### config.mk
export PLATFORM = sky130hd
export DESIGN_NAME = pwm_adc_trigger_output
export DESIGN_NICKNAME = d
export VERILOG_FILES = /design/src/pwm_trig_pkg.sv /design/src/pwm_adc_trigger_output.sv
export SDC_FILE = /design/constraint.sdc
export NUM_CORES = 1
export LEC_CHECK = 0
export BUFFER_PORTS_ARGS = -buffer_cell sky130_fd_sc_hd__buf_4
export CAP_MARGIN = 0
export CORE_UTILIZATION = 48
export CTS_BUF_LIST = sky130_fd_sc_hd__clkbuf_2 sky130_fd_sc_hd__clkbuf_4 sky130_fd_sc_hd__clkbuf_8
export DETAILED_ROUTE_END_ITERATION = 8
export GPL_ROUTABILITY_DRIVEN = 1
export PLACE_DENSITY = 0.87
export SLEW_MARGIN = 10
export SYNTH_ARGS = -nofsm -noshare
export SYNTH_HDL_FRONTEND = slang
export SYNTH_SLANG_ARGS = --single-unit
### constraint.sdc
create_clock -name pclk -period 2 [get_ports pclk]
set_input_delay 0.1 -clock pclk [delete_from_list [all_inputs] [get_ports pclk]]
set_output_delay 0.1 -clock pclk [all_outputs]
set_load 0.005 [all_outputs]
### src/pwm_trig_pkg.sv
// Constants for the PWM A/D trigger output block
`default_nettype none
package pwm_trig_pkg;
    localparam int ADDR_W = 8;
    localparam int DATA_W = 32;
    localparam int CNT_W = 16;
    localparam int NUM_CMP = 4;
    localparam int NUM_OUT = 6;
    localparam int SEL_W = 3;

    // Register byte offsets
    localparam logic [ADDR_W-1:0] OFS_TRIGGER_OUTPUT_MODE = 8'h00;
    localparam logic [ADDR_W-1:0] OFS_TIMING_SELECT = 8'h04;
    localparam logic [ADDR_W-1:0] OFS_ROUTE_SELECT = 8'h08;
    localparam logic [ADDR_W-1:0] OFS_STATUS = 8'h0C;

    // trigger_output_mode fields
    localparam int POS_PROT_EN = 0;
    localparam int POS_VARIABLE = 1;
    localparam logic [1:0] MODE_RESET = 2'h0;

    // timing select: field i sits at bits 4*i+2 .. 4*i
    localparam int TIMING_STRIDE = 4;
    localparam logic [SEL_W-1:0] TIMING_RESET = 3'h0;

    // route_select fields
    localparam int POS_ROUTE_SEL = 0;
    localparam int POS_USE_SECTOR = 3;
    localparam logic [SEL_W-1:0] ROUTE_RESET = 3'h0;

    // status fields
    localparam int POS_STAT_TRIG = 0;
    localparam int POS_STAT_EMG = 8;

    // Timing selection codes
    localparam logic [SEL_W-1:0] TS_OFF = 3'h0;
    localparam logic [SEL_W-1:0] TS_DOWN = 3'h1;
    localparam logic [SEL_W-1:0] TS_UP = 3'h2;
    localparam logic [SEL_W-1:0] TS_UPDOWN = 3'h3;
    localparam logic [SEL_W-1:0] TS_PEAK = 3'h4;
    localparam logic [SEL_W-1:0] TS_BOTTOM = 3'h5;
    localparam logic [SEL_W-1:0] TS_BOTTOM_ALT = 3'h6;
    localparam logic [SEL_W-1:0] TS_PEAK_BOTTOM = 3'h7;

    // Compare value at which up/down timing gives one trigger per period
    localparam logic [CNT_W-1:0] CMP_SINGLE = 16'h0001;
endpackage
`default_nettype wire

### src/pwm_adc_trigger_output.sv
// PWM carrier compare trigger generator for A/D start inputs, APB slave
// Operation
// - Timing code 000 gives no trigger whatever the compare matches.
// - Code 001 down-count match, 010 up-count match, 011 either direction.
// - Code 100 peak, 101 and 110 bottom, 111 peak and bottom.
// - Edge-aligned carrier turns down-match into up-match, bottom into peak.
// - Code 011, compare 0x0001, triangular carrier: one trigger per period.
// - Fixed routing: outputs 0 to 3 follow compares 0 to 3.
// - Fixed routing holds outputs 4 and 5 low.
// - Variable routing: only compare 0 trigger, sent to selected output.
// - Variable routing may take the destination from engine sector input.
// - In protection, outputs suppressed unless protection enable bit is 1.
// - Variable routing: destination codes 110 and 111 give no trigger on any output.
//
// Local design decisions: the APB slave port and the address map.
`timescale 1ns/100ps
`default_nettype none
module pwm_adc_trigger_output
    import pwm_trig_pkg::*;
(
    input wire logic pclk,
    input wire logic presetn,
    input wire logic psel,
    input wire logic penable,
    input wire logic pwrite,
    input wire logic [pwm_trig_pkg::ADDR_W-1:0] paddr,
    input wire logic [pwm_trig_pkg::DATA_W-1:0] pwdata,
    input wire logic [3:0] pstrb,
    output logic [pwm_trig_pkg::DATA_W-1:0] prdata,
    output logic pready,
    output logic pslverr,
    input wire logic [pwm_trig_pkg::CNT_W-1:0] carrier_count,
    input wire logic count_down,
    input wire logic carrier_peak,
    input wire logic carrier_bottom,
    input wire logic edge_aligned,
    input wire logic triangular,
    input wire logic [pwm_trig_pkg::CNT_W-1:0] trigger_compare_0,
    input wire logic [pwm_trig_pkg::CNT_W-1:0] trigger_compare_1,
    input wire logic [pwm_trig_pkg::CNT_W-1:0] trigger_compare_2,
    input wire logic [pwm_trig_pkg::CNT_W-1:0] trigger_compare_3,
    input wire logic emergency_protection,
    input wire logic [pwm_trig_pkg::SEL_W-1:0] engine_sector,
    output logic adc_sync_trigger_0,
    output logic adc_sync_trigger_1,
    output logic adc_sync_trigger_2,
    output logic adc_sync_trigger_3,
    output logic adc_sync_trigger_4,
    output logic adc_sync_trigger_5
);
    import pwm_trig_pkg::*;

    // Timing decode shared by the four compare channels
    function automatic logic timing_hit(
        input logic [SEL_W-1:0] sel,
        input logic dn,
        input logic up,
        input logic pk,
        input logic bt,
        input logic edge_m,
        input logic one_per_period
    );
        logic eff_dn;
        logic eff_bt;
        logic hit;
        eff_dn = edge_m ? up : dn;
        eff_bt = edge_m ? pk : bt;
        unique case (sel)
            TS_OFF: hit = 1'b0;
            TS_DOWN: hit = eff_dn;
            TS_UP: hit = up;
            TS_UPDOWN: hit = one_per_period ? up : (eff_dn | up);
            TS_PEAK: hit = pk;
            TS_BOTTOM: hit = eff_bt;
            TS_BOTTOM_ALT: hit = eff_bt;
            TS_PEAK_BOTTOM: hit = pk | eff_bt;
        endcase
        return hit;
    endfunction

    // One-hot destination for a route code; 110 and 111 select nothing
    function automatic logic [NUM_OUT-1:0] route_onehot(
        input logic [SEL_W-1:0] sel
    );
        logic [NUM_OUT-1:0] oh;
        oh = '0;
        if (sel < SEL_W'(NUM_OUT)) begin
            oh[sel] = 1'b1;
        end
        return oh;
    endfunction

    logic prot_en_r;
    logic variable_r;
    logic [SEL_W-1:0] timing_r [NUM_CMP];
    logic [SEL_W-1:0] route_sel_r;
    logic use_sector_r;
    logic [CNT_W-1:0] prev_count_r;
    logic [NUM_OUT-1:0] trig_r;
    logic [NUM_OUT-1:0] trig_nxt;
    logic [DATA_W-1:0] prdata_r;
    logic [DATA_W-1:0] rdata_nxt;

    wire logic [CNT_W-1:0] cmp_val [NUM_CMP];
    wire logic [NUM_CMP-1:0] hit;
    wire logic [NUM_CMP-1:0] dn_match;
    wire logic [NUM_CMP-1:0] up_match;
    wire logic count_moved;
    wire logic setup_phase;
    wire logic wr_access;
    wire logic addr_mode;
    wire logic addr_timing;
    wire logic addr_route;
    wire logic addr_status;
    wire logic addr_ok;
    wire logic gate_off;
    wire logic [SEL_W-1:0] dest_sel;
    wire logic [NUM_OUT-1:0] routed;
    wire logic [DATA_W-1:0] timing_word;

    assign cmp_val[0] = trigger_compare_0;
    assign cmp_val[1] = trigger_compare_1;
    assign cmp_val[2] = trigger_compare_2;
    assign cmp_val[3] = trigger_compare_3;

    // A match counts once, when the counter arrives at the compare value
    assign count_moved = carrier_count != prev_count_r;

    genvar gi;
    generate
        for (gi = 0; gi < NUM_CMP; gi++) begin : g_cmp
            wire logic eq;
            wire logic single;
            assign eq = count_moved && (carrier_count == cmp_val[gi]);
            assign dn_match[gi] = eq && count_down;
            assign up_match[gi] = eq && !count_down;
            assign single = triangular && (cmp_val[gi] == CMP_SINGLE);
            assign hit[gi] = timing_hit(timing_r[gi], dn_match[gi],
                up_match[gi], carrier_peak, carrier_bottom, edge_aligned,
                single);
        end
    endgenerate

    assign dest_sel = use_sector_r ? engine_sector : route_sel_r;
    assign routed = route_onehot(dest_sel) & {NUM_OUT{hit[0]}};
    assign gate_off = emergency_protection && !prot_en_r;

    always_comb begin
        if (gate_off) begin
            trig_nxt = '0;
        end else if (variable_r) begin
            trig_nxt = routed;
        end else begin
            trig_nxt = {2'b00, hit};
        end
    end

    always_ff @(posedge pclk or negedge presetn) begin
        if (!presetn) begin
            prev_count_r <= '0;
            trig_r <= '0;
        end else begin
            prev_count_r <= carrier_count;
            trig_r <= trig_nxt;
        end
    end

    assign adc_sync_trigger_0 = trig_r[0];
    assign adc_sync_trigger_1 = trig_r[1];
    assign adc_sync_trigger_2 = trig_r[2];
    assign adc_sync_trigger_3 = trig_r[3];
    assign adc_sync_trigger_4 = trig_r[4];
    assign adc_sync_trigger_5 = trig_r[5];

    // APB decode: zero wait states, read data captured in the setup cycle
    assign setup_phase = psel && !penable;
    assign wr_access = psel && penable && pwrite;
    assign addr_mode = paddr == OFS_TRIGGER_OUTPUT_MODE;
    assign addr_timing = paddr == OFS_TIMING_SELECT;
    assign addr_route = paddr == OFS_ROUTE_SELECT;
    assign addr_status = paddr == OFS_STATUS;
    assign addr_ok = addr_mode || addr_timing || addr_route || addr_status;
    assign pready = 1'b1;
    assign pslverr = psel && penable && !addr_ok;

    generate
        for (gi = 0; gi < NUM_CMP; gi++) begin : g_tw
            assign timing_word[gi*TIMING_STRIDE +: TIMING_STRIDE] =
                {1'b0, timing_r[gi]};
        end
    endgenerate
    assign timing_word[DATA_W-1:NUM_CMP*TIMING_STRIDE] = '0;

    always_comb begin
        rdata_nxt = '0;
        if (addr_mode) begin
            rdata_nxt[POS_PROT_EN] = prot_en_r;
            rdata_nxt[POS_VARIABLE] = variable_r;
        end else if (addr_timing) begin
            rdata_nxt = timing_word;
        end else if (addr_route) begin
            rdata_nxt[POS_ROUTE_SEL +: SEL_W] = route_sel_r;
            rdata_nxt[POS_USE_SECTOR] = use_sector_r;
        end else if (addr_status) begin
            rdata_nxt[POS_STAT_TRIG +: NUM_OUT] = trig_r;
            rdata_nxt[POS_STAT_EMG] = emergency_protection;
        end
    end

    always_ff @(posedge pclk or negedge presetn) begin
        if (!presetn) begin
            prdata_r <= '0;
        end else if (setup_phase && !pwrite) begin
            prdata_r <= rdata_nxt;
        end
    end
    assign prdata = prdata_r;

    always_ff @(posedge pclk or negedge presetn) begin
        if (!presetn) begin
            prot_en_r <= MODE_RESET[POS_PROT_EN];
            variable_r <= MODE_RESET[POS_VARIABLE];
            route_sel_r <= ROUTE_RESET;
            use_sector_r <= 1'b0;
        end else if (wr_access && pstrb[0]) begin
            if (addr_mode) begin
                prot_en_r <= pwdata[POS_PROT_EN];
                variable_r <= pwdata[POS_VARIABLE];
            end
            if (addr_route) begin
                route_sel_r <= pwdata[POS_ROUTE_SEL +: SEL_W];
                use_sector_r <= pwdata[POS_USE_SECTOR];
            end
        end
    end

    generate
        for (gi = 0; gi < NUM_CMP; gi++) begin : g_treg
            always_ff @(posedge pclk or negedge presetn) begin
                if (!presetn) begin
                    timing_r[gi] <= TIMING_RESET;
                end else if (wr_access && addr_timing && pstrb[gi/2]) begin
                    timing_r[gi] <= pwdata[gi*TIMING_STRIDE +: SEL_W];
                end
            end
        end
    endgenerate
endmodule // pwm_adc_trigger_output
`default_nettype wire

==> results of run 1 <==
## final cells by class
| type | instances | area, sq um | share of cell area [%] |
|---|---|---|---|
| Inverter | 2 | 7.51 | 0.152 |
| Tap cell | 99 | 124 | 2.52 |
| Multi-Input combinational cell | 301 | 2130 | 43.3 |
| Clock buffer | 5 | 68.8 | 1.40 |
| Sequential cell | 53 | 1330 | 26.9 |
| Timing Repair Buffer | 159 | 1240 | 25.2 |
| Clock inverter | 3 | 26.3 | 0.534 |
## cells in the final DEF, fill, tap and decap left out, drive strengths merged, types with 11 or more instances in the layout
cell and instances:
nand4 23, conb 20, o21ai 21, mux2 18, nand3 13, nor2 11
xor2 36, nand2 32, dlygate4sd3 18, xnor2 47, dfrtp 53, buf 141
nor4 21
## worst paths after layout
| kind | endpoint | slack, ns | cells past startpoint |
|---|---|---|---|
| max in group asynchronous | prev_count_r[15] | 1.20 | 2 |
| hold reg to reg | prdata[0] | 0.49 | 2 |
| setup / recovery | trig_r[4] | 0.16 | 8 |
| min in group asynchronous | timing_r[0] | 0.35 | 2 |
| setup reg to reg | trig_r[4] | 0.18 | 6 |
| hold / removal | timing_r[5] | 0.02 | 2 |
## cell families (layout without fill, tap and decap cells)
logic type	Yosys count	after routing	share of synthesized area [%]
compound gates	43	43	7.42
xor+xnor	83	83	20.0
buf+inv	46	169	7.01
flops	53	53	36.4
mux	24	24	7.90
other cells	2	20	0.206
simple gates	131	131	21.1
## state kept, by name, indices dropped and copies added (netlist names)
signal,cells
prdata,13
prev_count_r,16
variable_r,1
use_sector_r,1
route_sel_r,3
trig_r,6
timing_r,12
prot_en_r,1
## worst max-delay path: cells and delay by family
kind	cells	cell delay [ns]
xor gates and xnor gates	1	0.17
AOI/OAI and AO/OA	2	0.29
and+or+nand+nor	2	0.59
buffers and inverters	3	0.91
## metrics by stage
stage,setup WS [ns],hold WS [ns],power [mW],util [%],cells
detailed placement,0.142,0.176,1.63,63.7,596
global route,0.0398,0.0125,2.38,67.5,622
global placement,0.174,0.158,1.62,63.7,596
finish,0.163,0.0152,2.28,67.5,622
CTS,0.112,0.0133,2.29,67.5,622
floorplan,0.284,-0.196,1.38,-,400
## report_power, final
| group | switching, mW | leakage [nW] | total [mW] | internal, mW |
|---|---|---|---|---|
| registers | 0.0127 | 0.703 | 1.10 | 1.09 |
| clock network | 0.379 | 0.0423 | 0.634 | 0.255 |
| logic | 0.256 | 1.45 | 0.545 | 0.288 |
## per-layer routing
layer | share of wire (%) | vias to the layer above | track usage [%]
li1 | - | 1588 | -
met1 | 39 | 1659 | 35.4
met2 | 50 | 172 | 47.3
met3 | 7.4 | 33 | 5.08
met4 | 3.4 | 0 | 12.4
met5 | 0 | - | 0
## timing repair
item,in CTS,in global routing
buffers inserted,0,0
hold buffers,18,0
gates resized for setup,0,1
setup endpoints to repair,0,1
hold endpoints to repair,70,0
==> results.cfg, run 1 <==
[clock_tree]
root_buffer = clkbuf_8
clk_latency_ns = 0.31
htreeDepth = 2
cts_buffer_depth = 2
tritoncts = done
cts.sink_count = 53
cts-buffers-inserted = 5
cts.clk_slew.worst_paths_ns = 0.11

[setup_path]
start_kind = input port
critPathMaxStageDelay_ns = 0.55
critPathRequiredTime_ns = 2.22
cp_max_fo = 6
cp.arrival_ns = 2.05
crit_chain = dlygate4sd3_1 > buf_4 > xor2_1 > nor4_1 > o211a_1 > a31oi_1 > buf_4 > nor4b_1
startpoint = carrier_count[7]
critPathCaptureType = flop
slowest_stage = dlygate4sd3_1
worst-setup-path-type = input port to flop
r2r-start = timing_r[11]
crit_top_cell = buf_4

[synth]
synth_top_area_share_pct = 36.4
ys_seq_area_share_pct = 36.4
synth.largest_area_cell = dfrtp_1
synth_commonest_cells = dfrtp_1, xnor2_1, xor2_1
syn-cell-area_sq_um = 3640
synthCells = 382
synthTopCellsByArea = dfrtp_1, xnor2_1, xor2_1
yosysMostFrequentCell = dfrtp_1
syn_avg_cell_area_sq_um = 9.53
synthArstFlopShare_pct = 100
ys.warnings.count = 0
synth_seq_cells = 53
synth_cell_types = 42
synth_edf_count = 0
ys.flop_type = dfrtp_1

[placed_design]
hpwl_mm = 8.33
postPlaceCellArea_sq_um = 4640
globalplace.congestion = 0.907
io_buffers = 136

[finish]
num_antenna_cells = 0
drive_gt1_share_pct = 34.6
fillers = 567
fin_nets = 660
area_growth_pct = 35.3
final_area_sq_um = 4920

[min_path]
hold_start = pwdata[10]
worst_hold_path_type = input port to flop

[detailed_routing]
vias_per_cell = 5.55
num_vias = 3452
totalWireLength_mm = 10.7
remaining_drc_errors = 0
dr.pass1.iters = 5
wire_per_inst_um = 17.1
drt_iter0_markers = 210
ant_nets = 0

[status]
outcome = finished clean

[grt]
grt_pass1_vias = 3351
grt_pass1_wl_mm = 16.6
antenna_found_initial = 0
grt_max_degree = 54
grt_util_all_layers_pct = 28.1
overflow = 0

[floorplan]
die_w_um = 89.1
dieArea_sq_um = 7940
fp-row-count = 31
pin_count = 178
start_util_pct = 49.9
dieHeight_um = 89.1
core_sq_um = 7290

[run]
maxCapViolations = 0

[sta]
rsz0062_at_grt = false
hold_viol = 0
worst_slew_pin_slew_ns = 0.657
slew_headroom_pct = 56.2
finalMaxSlewViolations = 0
skew_ns = 0.00974
fin_setup_tns_ns = 0
min_period_over_period_pct = 91.9
fin_crit_ns = 1.84
finalSetupViolCount = 0
fmax_ghz = 0.544

[power_and_ir_drop]
p_leak_nw = 2.20
power_density_nw_per_um2 = 463
ir_worst_vdd_uv = 423
(Power assumes the default switching activity.)
==> inputs of run 2 (changes only) <==
Settings changed: CORE_UTILIZATION 48 to 25, PLACE_DENSITY 0.87 to 0.53, RECOVER_POWER set to 25.
==> run 2 against run 1 <==
Against the previous run:
- hold slack is essentially flat
- clock-buffer cell count is the same
- utilization shrank 31 points
- combinational power grew 4.8%
- final area grew 4.9%
- routed wire length grew 12%
- setup slack lost 0.12 ns
- clock power shrank 0.6%
- final cell count grew 16%
- flip-flop and latch count is the same
- critical path type unchanged
==> results.cfg, run 2 (synthesized netlist as in run 1, its figures left out) <==
[sta]
fin_crit_ns = 1.95
min_period_over_period_pct = 97.7
skew_ns = 0.0130
finalMaxSlewViolations = 0
slew_headroom_pct = 9.04
worst_slew_pin_slew_ns = 1.36
finalSetupViolCount = 0
fmax_ghz = 0.512
hold_ws_ns = 0.0150
hold_viol = 0

[finish]
layout_common_cells = buf_4, dfrtp_1, xnor2_1
multi_input_area_sq_um = 2130
area_growth_pct = 41.9
seqCellArea_sq_um = 1330
final_area_sq_um = 5170
largest_reg_flops = 16
drive_gt1_share_pct = 35.3
fin_nets = 676
fin_cells = 719
fillers = 1482
largest_register = prev_count_r
num_antenna_cells = 0
finalCoreUtilization_pct = 36.8
final_common_cell = buf_4

[floorplan]
die_w_um = 123
dieArea_sq_um = 15100
core_sq_um = 14000
start_util_pct = 25.9
pin_count = 178
fp-row-count = 43
dieHeight_um = 123

[detailed_routing]
vias_per_cell = 4.72
num_vias = 3395
met2_length_mm = 5.82
wl_met3_um = 447
wl_met1_mm = 5.37
wire_per_inst_um = 16.6
routed.top_layer = met4
dr.pass1.iters = 4
totalWireLength_mm = 11.9
remaining_drc_errors = 0
drt_iter0_markers = 179
ant_nets = 0

[setup_path]
worst-setup-path-type = input port to flop
crit_top_cell = buf_4
cp_num_buf_inv = 3
path_delay_family = buffers and inverters
cp.arrival_ns = 2.16
critPathRequiredTime_ns = 2.21
critPathCaptureType = flop
start_kind = input port
crit_chain = dlygate4sd3_1 > buf_4 > xor2_1 > nor4_2 > nand4_1 > a31oi_1 > buf_4 > o22ai_1
critPathMaxStageDelay_ns = 0.54
r2r_slack_ns = 0.12
slowest_stage = dlygate4sd3_1
cp_max_fo = 6

[power_and_ir_drop]
power.share.sequential_pct = 47.8
power_density_nw_per_um2 = 446
ir_worst_vdd_uv = 248
switching_power_mw = 0.656
p_leak_nw = 2.28
swShare_pct = 28.5
combPwrFrac_pct = 24.8
p_clk_share_pct = 27.4
p_int_mw = 1.65
power_mw = 2.30

[grt]
overflow = 0
antenna_found_initial = 0
grt_util_all_layers_pct = 16.6
grt_pass1_wl_mm = 18.5
grt_max_degree = 54
grt_pass1_vias = 3393

[status]
outcome = finished clean

[placed_design]
postPlaceCellArea_sq_um = 4770
place_inst = 681
hpwl_mm = 9.57
globalplace.congestion = 0.863
io_buffers = 136

[clock_tree]
cts.clk_slew.worst_paths_ns = 0.10
tritoncts = done
htreeDepth = 2
root_buffer = clkbuf_8
clk_latency_ns = 0.33
cts-buffers-inserted = 5
cts.sink_count = 53
cts_buffer_depth = 2

[min_path]
worst_hold_path_type = input port to flop

[run]
maxCapViolations = 0
-- run 2: changes by cell type in the layout (fill, tap and decap cells not counted) --
cell           change
clkinvlp_4         -1
clkinv_2           +1
buf_4              +5
buf_6              +3
clkbuf_2           +1
dlygate4sd3_1      +7
inv_6              +1
inv_8              -1
-- run 2: power groups by stage --
stage          Clock, mW  Combinational (mW)  Sequential (mW)
3_5_place_dp           0               0.520             1.12
6_report           0.630               0.571             1.10
3_3_place_gp           0               0.513             1.12
4_1_cts            0.653               0.562             1.10
2_1_floorplan          0               0.256             1.12
5_1_grt            0.696               0.620             1.10
-- run 2: what timing repair did --
action,CTS,global route
endpoints found under the hold margin,77,0
hold buffers,25,0
setup buffers,0,5
endpoints found under the setup margin,0,6
gates resized for setup,0,4
-- run 2: area by class of cell --
class	count	share of cell area, %
inverter	2	0.145
clock buffer	5	1.33
timing repair buffer	175	26.8
tap	180	4.36
sequential	53	25.7
multi-input combinational	301	41.3
clock inverter	3	0.412
-- run 2: worst paths after layout --
path	from	to	cells after the start
worst max register to register	prev_count_r[10]	trig_r[3]	6
worst max-delay path	carrier_count[0]	trig_r[3]	8
worst min-delay path	pwdata[4]	timing_r[6]	2
max in group asynchronous	presetn	use_sector_r	2
min in group asynchronous	presetn	prev_count_r[9]	2
worst min register to register	prdata[0]	prdata[0]	2
-- run 2: metrics by stage --
step,TNS [ns],worst slack [ns]
2_1_floorplan,0,0.284
3_3_place_gp,0,0.146
3_5_place_dp,0,0.104
4_1_cts,0,0.00943
5_1_grt,-0.0579,-0.0290
6_report,0,0.0453
-- run 2: worst register-to-register path: stages (launching register included) --
cell,delay [ns]
dfrtp_1,0.38
xor2_1,0.17
nor4_2,0.42
nand4_1,0.29
a31oi_1,0.24
buf_4,0.17
o22ai_1,0.08
-- run 2: per-layer routing --
layer  up-vias  track usage [%]
li1       1620                -
met1      1648             21.6
met2       110             27.3
met3        17             2.70
met4         0             6.63
met5         -                0
